File: src/design/adc_seq_pkg.sv
// Shared constants, types and decode helpers for the conversion sequencer
package adc_seq_pkg;
    // Clock and conversion timing
    localparam int CLOCK_PERIOD_NS = 100;
    localparam int CONV_TIME_NS    = 10000;
    localparam int CONV_CYCLES     = (CONV_TIME_NS + CLOCK_PERIOD_NS - 1) / CLOCK_PERIOD_NS;
    localparam int CYCLES_PER_US   = 1000 / CLOCK_PERIOD_NS;
    // Register reset values
    localparam logic [4:0] CHSEL_RESET = 5'h00;
    localparam logic [3:0] BLANK_RESET = 4'h0;
    localparam logic [7:0] RESULT_RESET = 8'h00;
    // Channel codes
    localparam logic [4:0] CODE_HIGHEST_OUTPUT_CHANNEL   = 5'h06;
    localparam logic [4:0] CODE_FIRST_PIN = 5'h08;
    // Scan bookkeeping
    localparam logic [3:0] GROUP_END   = 4'h8;
    localparam logic [3:0] SCAN_STARTS = 4'h9;
    localparam int         TIME_W      = 20;

    // Sequencer states
    typedef enum logic [2:0] {
        ST_IDLE, ST_CHECK, ST_WAIT_CYCLE, ST_WAIT_ON, ST_BLANK, ST_CONVERT
    } state_type;

    // Request to the analog converter
    typedef struct packed {
        logic       start;
        logic [4:0] channel;
    } sar_req_type;

    // Blanking delay in microseconds for each field code
    function automatic logic [11:0] blank_us(input logic [3:0] code);
        logic [11:0] us;
        us = 12'd100;
        unique case (code)
            4'h0: us = 12'd100;
            4'h1: us = 12'd20;
            4'h2: us = 12'd30;
            4'h3: us = 12'd50;
            4'h4: us = 12'd80;
            4'h5: us = 12'd150;
            4'h6: us = 12'd200;
            4'h7: us = 12'd300;
            4'h8: us = 12'd500;
            4'h9: us = 12'd800;
            4'hA: us = 12'd1000;
            4'hB: us = 12'd1200;
            4'hC: us = 12'd1500;
            4'hD: us = 12'd2000;
            4'hE: us = 12'd3000;
            4'hF: us = 12'd4000;
        endcase
        return us;
    endfunction : blank_us

    // True for codes that pick an output pin (pairs, then a reserved code)
    function automatic logic is_pin_code(input logic [4:0] code);
        logic [4:0] off;
        off = code - CODE_FIRST_PIN;
        return (code >= CODE_FIRST_PIN) && (off % 5'd3 != 5'd2);
    endfunction : is_pin_code

    // Pin index {group, member} for a pin code
    function automatic logic [3:0] pin_of_code(input logic [4:0] code);
        logic [4:0] off;
        logic [4:0] grp;
        logic [4:0] mem;
        off = code - CODE_FIRST_PIN;
        grp = off / 5'd3;
        // Member is the remainder within a run of three codes, not the low offset bit
        mem = off - grp * 5'd3;
        return {grp[2:0], mem[0]};
    endfunction : pin_of_code

    // Channel code for a pin index
    function automatic logic [4:0] code_of_pin(input logic [3:0] pin);
        return CODE_FIRST_PIN + 5'(pin[3:1]) * 5'd3 + 5'(pin[0]);
    endfunction : code_of_pin
endpackage : adc_seq_pkg

File: src/design/adc_conversion_sequencer.sv
// Conversion sequencer: single shots, max-output auto-scan and timing check
// How it works
// - Select write clears done, starts one conversion
// - Finished conversion loads result, sets done
// - Result read clears done, converts again
// - Codes 00h-05h internal channels, 07h reserved
// - Codes 08h-1Eh pin pairs, reserved between
// - Enabled pin sampled after turn-on plus blanking
// - Disabled pin sampled while off
// - Code 06h scans, keeps highest pin voltage
// - One pin pair per dimming cycle, eight groups
// - Scan result only after nine cycles
// - All groups done sets flag, scan stops
// - Result read restarts scan on code 06h
// - Select write during scan clears, restarts
// - Disabled pins skipped from scan maximum
// - Each start compares period with blank plus three
// - Short period aborts and sets error flag
// - Error flag cleared only by fault clear
`timescale 1ns/100ps
`default_nettype none
module adc_conversion_sequencer #(
    parameter int CYCLES_PER_US = adc_seq_pkg::CYCLES_PER_US
) (
    // Clock and reset
    input  wire logic                     i_clock,
    input  wire logic                     i_resetn,
    // Register access
    input  wire logic                     i_select_write,
    input  wire logic [4:0]               i_select_data,
    input  wire logic                     i_blank_write,
    input  wire logic [3:0]               i_blank_data,
    input  wire logic                     i_result_read,
    input  wire logic                     i_fault_clear,
    output logic [4:0]                    o_channel_select,
    output logic [3:0]                    o_sample_blanking_delay,
    output logic [7:0]                    o_conversion_result,
    output logic                          o_conversion_done_flag,
    output logic                          o_converter_error_flag,
    // Output stage status
    input  wire logic [15:0]              i_output_enable_bit,
    input  wire logic [15:0]              i_output_on,
    input  wire logic                     i_dim_cycle_start,
    // Analog converter
    output adc_seq_pkg::sar_req_type      o_sar_request,
    input  wire logic                     i_sar_done,
    input  wire logic [7:0]               i_sar_code
);
    localparam int TW = adc_seq_pkg::TIME_W;

    adc_seq_pkg::state_type state_ff;        // Sequencer state
    logic [4:0]             sel_ff;          // Channel select register
    logic [3:0]             blank_ff;        // Blanking field
    logic [7:0]             result_ff;       // Result register
    logic [7:0]             max_ff;          // Running scan maximum
    logic                   done_ff;         // Conversion done flag
    logic                   err_ff;          // Converter error flag
    logic [3:0]             grp_ff;          // Scan group, 8 means all done
    logic                   sub_ff;          // Member within the group
    logic [TW-1:0]          blank_cnt_ff;    // Blanking countdown
    logic [TW-1:0]          period_cnt_ff;   // Running dimming period count
    logic [TW-1:0]          period_ff;       // Last measured dimming period
    logic [15:0]            on_prev_ff;      // Output on state, last cycle
    logic                   start_ff;        // Converter start pulse
    logic [3:0]             starts_ff;       // Cycle starts since scan began

    logic          restart;                  // Select write or result read
    logic          scan;                     // Max-output code selected
    logic [3:0]    cur_pin;                  // Pin being measured
    logic [3:0]    first_pin;                // First enabled member of the group
    logic [15:0]   rise;                     // Outputs turning on now
    logic [TW-1:0] blank_cycles;             // Blanking delay in cycles
    logic [TW-1:0] need;                     // Blank plus three conversions
    logic          too_short;                // Dimming period below need
    logic          grp_any;                  // Some pin of the group enabled
    logic          done_set;                 // Completion event
    logic          err_set;                  // Timing error event

    // Decode of the current request
    assign restart      = i_select_write | i_result_read;
    assign scan         = (sel_ff == adc_seq_pkg::CODE_HIGHEST_OUTPUT_CHANNEL);
    assign cur_pin      = scan ? {grp_ff[2:0], sub_ff}
                               : adc_seq_pkg::pin_of_code(sel_ff);
    assign first_pin    = {grp_ff[2:0], !i_output_enable_bit[{grp_ff[2:0], 1'b0}]};
    assign rise         = i_output_on & ~on_prev_ff;
    assign blank_cycles = TW'(adc_seq_pkg::blank_us(blank_ff)) * TW'(CYCLES_PER_US);
    assign need         = blank_cycles + TW'(3 * adc_seq_pkg::CONV_CYCLES);
    assign too_short    = (period_ff < need);
    assign grp_any      = |i_output_enable_bit[{grp_ff[2:0], 1'b0} +: 2];
    assign err_set      = (state_ff == adc_seq_pkg::ST_CHECK) && too_short;
    assign done_set     = ((state_ff == adc_seq_pkg::ST_CONVERT) && i_sar_done && !scan)
                        || ((state_ff == adc_seq_pkg::ST_WAIT_CYCLE) && i_dim_cycle_start
                            && (grp_ff == adc_seq_pkg::GROUP_END));

    // Software visible registers
    always_ff @(posedge i_clock) begin
        if (!i_resetn) begin
            sel_ff   <= adc_seq_pkg::CHSEL_RESET;
            blank_ff <= adc_seq_pkg::BLANK_RESET;
        end else begin
            if (i_select_write) begin
                sel_ff <= i_select_data;
            end
            if (i_blank_write) begin
                blank_ff <= i_blank_data;
            end
        end
    end

    // Done and error flags; a set in the same cycle beats a clear
    always_ff @(posedge i_clock) begin
        if (!i_resetn) begin
            done_ff <= 1'b0;
            err_ff  <= 1'b0;
        end else begin
            if (done_set) begin
                done_ff <= 1'b1;
            end else if (restart) begin
                done_ff <= 1'b0;
            end
            if (err_set) begin
                err_ff <= 1'b1;
            end else if (i_fault_clear) begin
                err_ff <= 1'b0;
            end
        end
    end

    // Result register and scan maximum
    always_ff @(posedge i_clock) begin
        if (!i_resetn) begin
            result_ff <= adc_seq_pkg::RESULT_RESET;
            max_ff    <= adc_seq_pkg::RESULT_RESET;
        end else begin
            if (state_ff == adc_seq_pkg::ST_CHECK) begin
                max_ff <= adc_seq_pkg::RESULT_RESET;
            end else if ((state_ff == adc_seq_pkg::ST_CONVERT) && i_sar_done && scan
                         && (i_sar_code > max_ff)) begin
                max_ff <= i_sar_code;
            end
            // Result only changes on a completion
            if (done_set) begin
                result_ff <= scan ? max_ff : i_sar_code;
            end
        end
    end

    // Dimming period measurement between cycle starts
    always_ff @(posedge i_clock) begin
        if (!i_resetn) begin
            period_cnt_ff <= '0;
            period_ff     <= '0;
            on_prev_ff    <= 16'h0000;
        end else begin
            on_prev_ff <= i_output_on;
            if (i_dim_cycle_start) begin
                period_ff     <= period_cnt_ff + TW'(1);
                period_cnt_ff <= '0;
            end else if (period_cnt_ff != '1) begin
                period_cnt_ff <= period_cnt_ff + TW'(1);
            end
        end
    end

    // Count of dimming cycle starts since the sequence began
    always_ff @(posedge i_clock) begin
        if (!i_resetn) begin
            starts_ff <= 4'h0;
        end else if (state_ff == adc_seq_pkg::ST_CHECK) begin
            starts_ff <= 4'h0;
        end else if (i_dim_cycle_start && (starts_ff != 4'hF)) begin
            starts_ff <= starts_ff + 4'h1;
        end
    end

    // Sequencer
    always_ff @(posedge i_clock) begin
        if (!i_resetn) begin
            state_ff     <= adc_seq_pkg::ST_IDLE;
            grp_ff       <= 4'h0;
            sub_ff       <= 1'b0;
            blank_cnt_ff <= '0;
            start_ff     <= 1'b0;
        end else begin
            start_ff <= 1'b0;
            if (restart) begin
                // Any start request aborts the run in progress
                state_ff <= adc_seq_pkg::ST_CHECK;
            end else begin
                unique case (state_ff)
                    adc_seq_pkg::ST_IDLE: begin
                        state_ff <= adc_seq_pkg::ST_IDLE;
                    end
                    adc_seq_pkg::ST_CHECK: begin
                        grp_ff <= 4'h0;
                        sub_ff <= 1'b0;
                        if (too_short) begin
                            state_ff <= adc_seq_pkg::ST_IDLE;
                        end else if (scan) begin
                            state_ff <= adc_seq_pkg::ST_WAIT_CYCLE;
                        end else if (adc_seq_pkg::is_pin_code(sel_ff)
                                     && i_output_enable_bit[cur_pin]) begin
                            state_ff <= adc_seq_pkg::ST_WAIT_ON;
                        end else begin
                            // Internal channels and disabled pins convert now
                            state_ff <= adc_seq_pkg::ST_CONVERT;
                            start_ff <= 1'b1;
                        end
                    end
                    adc_seq_pkg::ST_WAIT_CYCLE: begin
                        if (i_dim_cycle_start) begin
                            if (grp_ff == adc_seq_pkg::GROUP_END) begin
                                state_ff <= adc_seq_pkg::ST_IDLE;
                            end else if (!grp_any) begin
                                grp_ff <= grp_ff + 4'h1;
                            end else if (rise[first_pin]) begin
                                // Group switched on with the cycle start; blank from now
                                sub_ff       <= first_pin[0];
                                blank_cnt_ff <= blank_cycles;
                                state_ff     <= adc_seq_pkg::ST_BLANK;
                            end else begin
                                // Phase-shifted group: wait for it to switch on
                                sub_ff   <= first_pin[0];
                                state_ff <= adc_seq_pkg::ST_WAIT_ON;
                            end
                        end
                    end
                    adc_seq_pkg::ST_WAIT_ON: begin
                        if (rise[cur_pin]) begin
                            blank_cnt_ff <= blank_cycles;
                            state_ff     <= adc_seq_pkg::ST_BLANK;
                        end
                    end
                    adc_seq_pkg::ST_BLANK: begin
                        if (blank_cnt_ff <= TW'(1)) begin
                            state_ff <= adc_seq_pkg::ST_CONVERT;
                            start_ff <= 1'b1;
                        end else begin
                            blank_cnt_ff <= blank_cnt_ff - TW'(1);
                        end
                    end
                    adc_seq_pkg::ST_CONVERT: begin
                        if (i_sar_done && !scan) begin
                            state_ff <= adc_seq_pkg::ST_IDLE;
                        end else if (i_sar_done && !sub_ff
                                     && i_output_enable_bit[{grp_ff[2:0], 1'b1}]) begin
                            // Second member while the pair is still on
                            sub_ff   <= 1'b1;
                            start_ff <= 1'b1;
                        end else if (i_sar_done) begin
                            grp_ff   <= grp_ff + 4'h1;
                            state_ff <= adc_seq_pkg::ST_WAIT_CYCLE;
                        end
                    end
                endcase
            end
        end
    end

    // Outputs
    assign o_channel_select        = sel_ff;
    assign o_sample_blanking_delay = blank_ff;
    assign o_conversion_result     = result_ff;
    assign o_conversion_done_flag  = done_ff;
    assign o_converter_error_flag  = err_ff;
    assign o_sar_request           = '{start:   start_ff,
                                       channel: scan ? adc_seq_pkg::code_of_pin(cur_pin) : sel_ff};

    // Checks
    a_select_clears_done: assert property (@(posedge i_clock) disable iff (!i_resetn)
        i_select_write && !done_set |=> !o_conversion_done_flag)
        else $error("select write did not clear done");
    a_done_loads_code: assert property (@(posedge i_clock) disable iff (!i_resetn)
        (state_ff == adc_seq_pkg::ST_CONVERT) && i_sar_done && !scan
        |=> o_conversion_done_flag && (o_conversion_result == $past(i_sar_code)))
        else $error("single result not loaded");
    a_read_restarts: assert property (@(posedge i_clock) disable iff (!i_resetn)
        i_result_read |=> (state_ff == adc_seq_pkg::ST_CHECK))
        else $error("result read did not restart");
    a_blank_holds_off: assert property (@(posedge i_clock) disable iff (!i_resetn)
        (state_ff == adc_seq_pkg::ST_BLANK) && (blank_cnt_ff > TW'(1)) && !restart
        |=> (state_ff == adc_seq_pkg::ST_BLANK) && !o_sar_request.start)
        else $error("sampled before blanking ended");
    a_disabled_now: assert property (@(posedge i_clock) disable iff (!i_resetn)
        (state_ff == adc_seq_pkg::ST_CHECK) && !too_short && !scan && !restart
        && !i_output_enable_bit[cur_pin]
        |=> o_sar_request.start && (state_ff == adc_seq_pkg::ST_CONVERT))
        else $error("disabled pin not sampled at once");
    a_scan_nine_cycles: assert property (@(posedge i_clock) disable iff (!i_resetn)
        done_set && scan |-> (starts_ff >= adc_seq_pkg::SCAN_STARTS - 4'h1))
        else $error("scan finished too early");
    a_scan_skips_off: assert property (@(posedge i_clock) disable iff (!i_resetn)
        scan && o_sar_request.start |-> i_output_enable_bit[cur_pin])
        else $error("disabled pin scanned");
    a_error_aborts: assert property (@(posedge i_clock) disable iff (!i_resetn)
        err_set && !restart |=> o_converter_error_flag
        && (state_ff == adc_seq_pkg::ST_IDLE))
        else $error("short period not flagged");
    a_error_sticky: assert property (@(posedge i_clock) disable iff (!i_resetn)
        o_converter_error_flag && !i_fault_clear |=> o_converter_error_flag)
        else $error("error flag lost without clear");
    a_result_holds: assert property (@(posedge i_clock) disable iff (!i_resetn)
        !done_set |=> $stable(o_conversion_result))
        else $error("result changed without completion");
endmodule : adc_conversion_sequencer
`default_nettype wire

File: config.mk
export PLATFORM = sky130hd
export DESIGN_NAME = adc_conversion_sequencer
export DESIGN_NICKNAME = d
export VERILOG_FILES = /design/src/design/adc_seq_pkg.sv /design/src/design/adc_conversion_sequencer.sv
export SDC_FILE = /design/constraint.sdc
export NUM_CORES = 1
export LEC_CHECK = 0
export CAP_MARGIN = 5
export CORE_AREA = 2 2 113 126
export CTS_CLUSTER_DIAMETER = 100
export DETAILED_ROUTE_END_ITERATION = 10
export DIE_AREA = 0 0 115 128
export DONT_BUFFER_PORTS = 1
export PLACE_DENSITY_LB_ADDON = 0.15
export SLEW_MARGIN = 20
export SYNTH_ARGS = -nofsm -noshare
export SYNTH_HDL_FRONTEND = slang
export SYNTH_SLANG_ARGS = --single-unit
File: constraint.sdc
create_clock -name i_clock -period 4.4 [get_ports i_clock]
set_clock_uncertainty 0.15 [all_clocks]
set_input_delay 0.44 -clock i_clock [delete_from_list [all_inputs] [get_ports i_clock]]
set_output_delay 0.44 -clock i_clock [all_outputs]
set_load 0.02 [all_outputs]
# Word-level counts from Yosys, hierarchy flattened

Memories as Yosys holds them, arrays and structs flattened. A register that Yosys moved wholly into a read port is not among the register bits.
Cells that the tools add are included.

Reductions and logical operators: 30
$add $sub $neg: 8
Div/mod/pow operators: 2
Shift-type cells: 1
$mul: 3
Muxes and demuxes: 60
Order comparisons: 8
Bitwise operators: 5
Equal/unequal tests: 30

Operators by type and width:

| cell                                                        | number |
|---|---|
| two-way mux 20 bit                                          | 6 |
| case mux 20 bit (3 select lines)                            | 1 |
| two-way mux 3 bit                                           | 12 |
| two-way mux 4 bit                                           | 9 |
| two-way mux 1 bit                                           | 21 |
| adder 20 x 1 -> 20 bit (second input constant)              | 1 |
| <= comparator 20 x 1 -> 1 bit (second input constant)       | 1 |
| less-than comparator 20 x 17 -> 1 bit                       | 1 |
| less-than comparator 4 x 5 -> 1 bit (second input constant) | 4 |
| inequality test 2 bit (second input constant)               | 10 |
| inequality test 20 bit (second input constant)              | 1 |
| subtractor 20 x 1 -> 20 bit (second input constant)         | 1 |
| case mux 3 bit (6 select lines)                             | 1 |
| adder 16 x 9 -> 17 bit (second input constant)              | 1 |
| AND 16 bit                                                  | 1 |
| NOT 16 bit                                                  | 1 |
| AND reduction 8 bit                                         | 2 |
| variable part select 16 x 5 -> 2 bit                        | 1 |
| multiplier 12 x 3 -> 15 bit (second input constant)         | 1 |
| binary-select mux 1 bit (select 4 bit)                      | 3 |
| logical AND 1 bit                                           | 12 |
| inequality test 3 bit (second input constant)               | 4 |
| case mux 4 bit (3 select lines)                             | 1 |
| AND reduction 6 bit                                         | 2 |
| other kinds (34)                                            | 49 |

Memories: 1
Memory bits (read-only): 176
Bits in registers: 112
Logic and storage cells: 163
Output and inout port bits: 25

Memory list:

| memory          | words | bits a word | rd ports | clocked after Yosys merged registers in | write ports | line              | RTL |
|---|---|---|---|---|---|---|---|
| (no name shown) | 16    | 11          | 1        | 1                                       | 0           | adc_seq_pkg.sv:35 | `unique case (code)` |

# Logic depth before layout (Yosys ltp)

Word-level depth: 13
Gate-level depth with buffers: 21
Depth with buffers taken out: 21

# Worst setup path before layout

Ideal clock, no wire load.

Path type: register to register
Start: register, netlist name blank_cycles[3]
End: register start_ff
Arrival time: 4,094 ps
Period minus slack after synthesis: 4,359 ps
Path slack: 41 ps
Library setup time: 115 ps
Stages on the path, launching flop included: 20
Path through: dfxtp_1 ha_1 ha_1 fa_1 a21o_1 a21oi_1 o21bai_1 a21oi_1 o21bai_1 a21oi_1 xnor2_1 nand3_1 xor2_1 ha_1 nand4_1 o311ai_0 nor2b_1 nand2_1 a21o_1 a2111oi_0

RTL lines:

| what                 | line                            | RTL |
|---|---|---|
| to (signal assigned) | adc_conversion_sequencer.sv:183 | `start_ff <= 1'b0;` |
| to (signal assigned) | adc_conversion_sequencer.sv:185 | `start_ff <= 1'b0;` |
| to (signal assigned) | adc_conversion_sequencer.sv:207 | `start_ff <= 1'b1;` |
| to (decl)            | adc_conversion_sequencer.sv:64  | `logic start_ff;` |

==> impl_metrics.json <==
{
  "status": "finished, final reports clean",
  "worstSetupStartpointType": "flop",
  "wl_mm": 19.3,
  "netlist.area_leader.share_pct": 31.4,
  "power_mw": 3.40,
  "worst_pin_slew_ps": 993,
  "core_area_mm2": 0.0135,
  "rsz0062_at_grt": "yes",
  "finalHoldViolations": 0,
  "hold_path_class": "primary input to flop",
  "antennaDiodeCount": 0,
  "worst_slack_ps": 100,
  "synthesis.instances": 906,
  "cp_max_fo": 9,
  "grt.overflow.total": 0,
  "cts.clk_slew.worst_paths_ps": 50,
  "min_to": "on_prev_ff[12]",
  "hpwlAfterDp_mm": 13.7,
  "synth.largest_area_cell": "dfxtp_1",
  "fin_crit_ps": 4300,
  "reg2reg_to": "start_ff",
  "synth_common_cells": "121 x dfxtp_1, 111 x nor2_1, 66 x nand2_1",
  "relSlewSlack_pct": 33.2,
  "grt_pass1_vias": 6665,
  "holdPathStages": 1,
  "viasPerCell": 6.10,
  "synth_fp_nets": 1027,
  "antenna_found_initial": 0,
  "yosys-top-cells-area": "dfxtp_1 31%, ha_1 10%, mux2i_1 5.5%, nor2_1 5.4%, a21oi_1 3.4%",
  "cp_data_arrival_time_ps": 3710,
  "finalCritPeriodShare_pct": 97.7,
  "grt_max_degree": 41,
  "maxSlewViolCount": 0,
  "drtAntennaViolNets": 0,
  "ios": 82,
  "drv_cap": 0,
  "worstSetupPathType": "flop to primary output",
  "synth-edff-count": 0,
  "dr.pass1.iters": 5,
  "drive_gt1_share_pct": 14.1,
  "worstHoldStart": "i_resetn",
  "stdcell_area_mm2": 0.00900,
  "syn_area_per_cell_um2": 8.51,
  "peakVddDrop_v": 0.000309,
  "place_area_mm2": 0.00796,
  "cts_sinks": 121,
  "fillers": 1067,
  "htreeDepth": 4,
  "pre_cts_ws_ps": -162,
  "numCtsBuffers": 17,
  "yosysUniqueCellTypes": 79,
  "synth-seq-cells": 121,
  "final_nets": 1058,
  "port-buffer-count": 0,
  "synth_flop_cell": "dfxtp_1",
  "insertion_delay_ps": 420,
  "area_growth_pct": 16.8,
  "dieHeight_um": 128,
  "gp_congestion": 0.898,
  "yosysSeqAreaShare_pct": 31.4,
  "root_buffer": "clkbuf_16",
  "grt_pass1_wl_mm": 31.3,
  "power_density_mw_per_mm2": 378,
  "route.detailed.drc": 0,
  "yosysMostFrequentCell": "dfxtp_1",
  "reg2regPathDepth": 19,
  "yosysWarningCount": 0,
  "wire_per_inst_um": 17.4,
  "setup_violations": 0,
  "dieArea_mm2": 0.0147,
  "hold_ws_ps": 15.9,
  "start_util_pct": 57.0,
  "required_ps": 3810,
  "cts_tree": "built",
  "drt_iter0_markers": 407,
  "clockBufferDepth": 2,
  "worst_setup_path_end_kind": "primary output",
  "die_w_um": 115,
  "p_leak_nw": 3.63,
  "grt_usage_pct": 26.3,
  "max_freq_ghz": 0.233,
  "syn_area_mm2": 0.00771,
  "dr_total_vias": 6777,
  "r2r_slack_ps": 150,
  "reg2reg_from": "blank_cycles[3]",
  "synthArstFlopShare_pct": 0,
  "rows": 45
}
registers in the layout, indices dropped and copies added, names as in the netlist, named ones only:
signal / flops
blank_cnt_ff: 20
period_cnt_ff: 20
period_ff: 18
on_prev_ff: 16
max_ff: 8
o_conversion_result: 8
o_channel_select: 5
grp_ff: 4
o_sample_blanking_delay: 4
state_ff: 3
blank_cycles: 2
o_conversion_done_flag: 1
o_converter_error_flag: 1
start_ff: 1
sub_ff: 1
per-stage QoR:
step           TNS (ps)  cells  utilization (%)
3_5_place_dp       -304   1060             58.9
2_1_floorplan         0    906                -
4_1_cts               0   1108             65.2
5_1_grt            -238   1111             66.6
3_3_place_gp      -62.7   1060             58.9
6_report              0   1111             66.6
kinds of logic (layout without fill, tap and decap cells):
logic type,Yosys count,after routing,synth area share [%]
mux,56,56,8.57
flops,121,121,31.4
fa+ha+maj,64,64,10.6
other cells,1,1,0.0487
buf+inv,78,119,4.37
compound gates,207,207,18.8
xor+xnor,46,46,5.23
simple gates,333,333,20.9
layout by cell type (no fill, tap or decap), drive strengths merged, types with 12 or more instances in the layout:
cell type	count
dfxtp	121
nor2	112
nand2	66
ha	62
a21oi	54
mux2i	43
nand3	36
buf	36
o21ai	34
inv	33
xor2	25
and2	23
a211oi	23
nand2b	22
clkbuf	22
xnor2	21
dlygate4sd3	19
nor3	15
nor2b	14
a31oi	12
where the power goes:
| group | switching (mW) | internal, mW | leakage [nW] | total, mW |
|---|---|---|---|---|
| clock | 0.485 | 0.968 | 0.288 | 1.45 |
| combinational | 0.407 | 0.374 | 2.36 | 0.781 |
| sequential | 0.0355 | 1.13 | 0.989 | 1.17 |
metal layers:
metal  global-route usage (%)  vias up  routed length [um]
met5                        0        -                   0
met4                     11.3        0                 516
met3                     6.38       46                1070
met2                     45.9      216                9750
met1                     30.6     3208                7990
li1                         -     3307                   -
final cells by class:
class                           instances  area [um^2]  area share (%)
Tap cell                              164          205            2.28
Multi-Input combinational cell        707         5140            57.2
Timing Repair Buffer                   55          468            5.20
Clock inverter                          7          144            1.60
Sequential cell                       121         2430            27.1
Clock buffer                           22          464            5.16
Inverter                               35          139            1.54
timing repair:
action                                  CTS  global route
endpoints found under the setup margin    5             7
hold buffers                             19             0
buffers inserted                          0             3
resized for setup                        14            32
endpoints found under the hold margin    34             0
pin swaps                                 2            23
worst max-delay path, stage by stage (launching register included):
cell,delay (ps)
dfxtp_2,370
buf_4,180
or2_1,120
o211ai_1,150
and2_1,230
ha_1,210
a31oi_2,210
and3_4,250
a31o_4,200
inv_8,60
ha_1,200
ha_2,190
fa_1,470
o41a_1,480
how the worst max path moves through the flow:
stage,from,endpoint,depth (start not counted)
final,o_channel_select[2],o_sar_request[2],13
after global routing,blank_cycles[3],start_ff,19
after CTS,blank_cycles[3],state_ff[1],19
after detailed placement,blank_cycles[3],state_ff[1],19
after global placement,blank_cycles[3],start_ff,19
after floorplan,blank_cycles[3],start_ff,19
No activity file was read; power rests on OpenSTA's default activity.
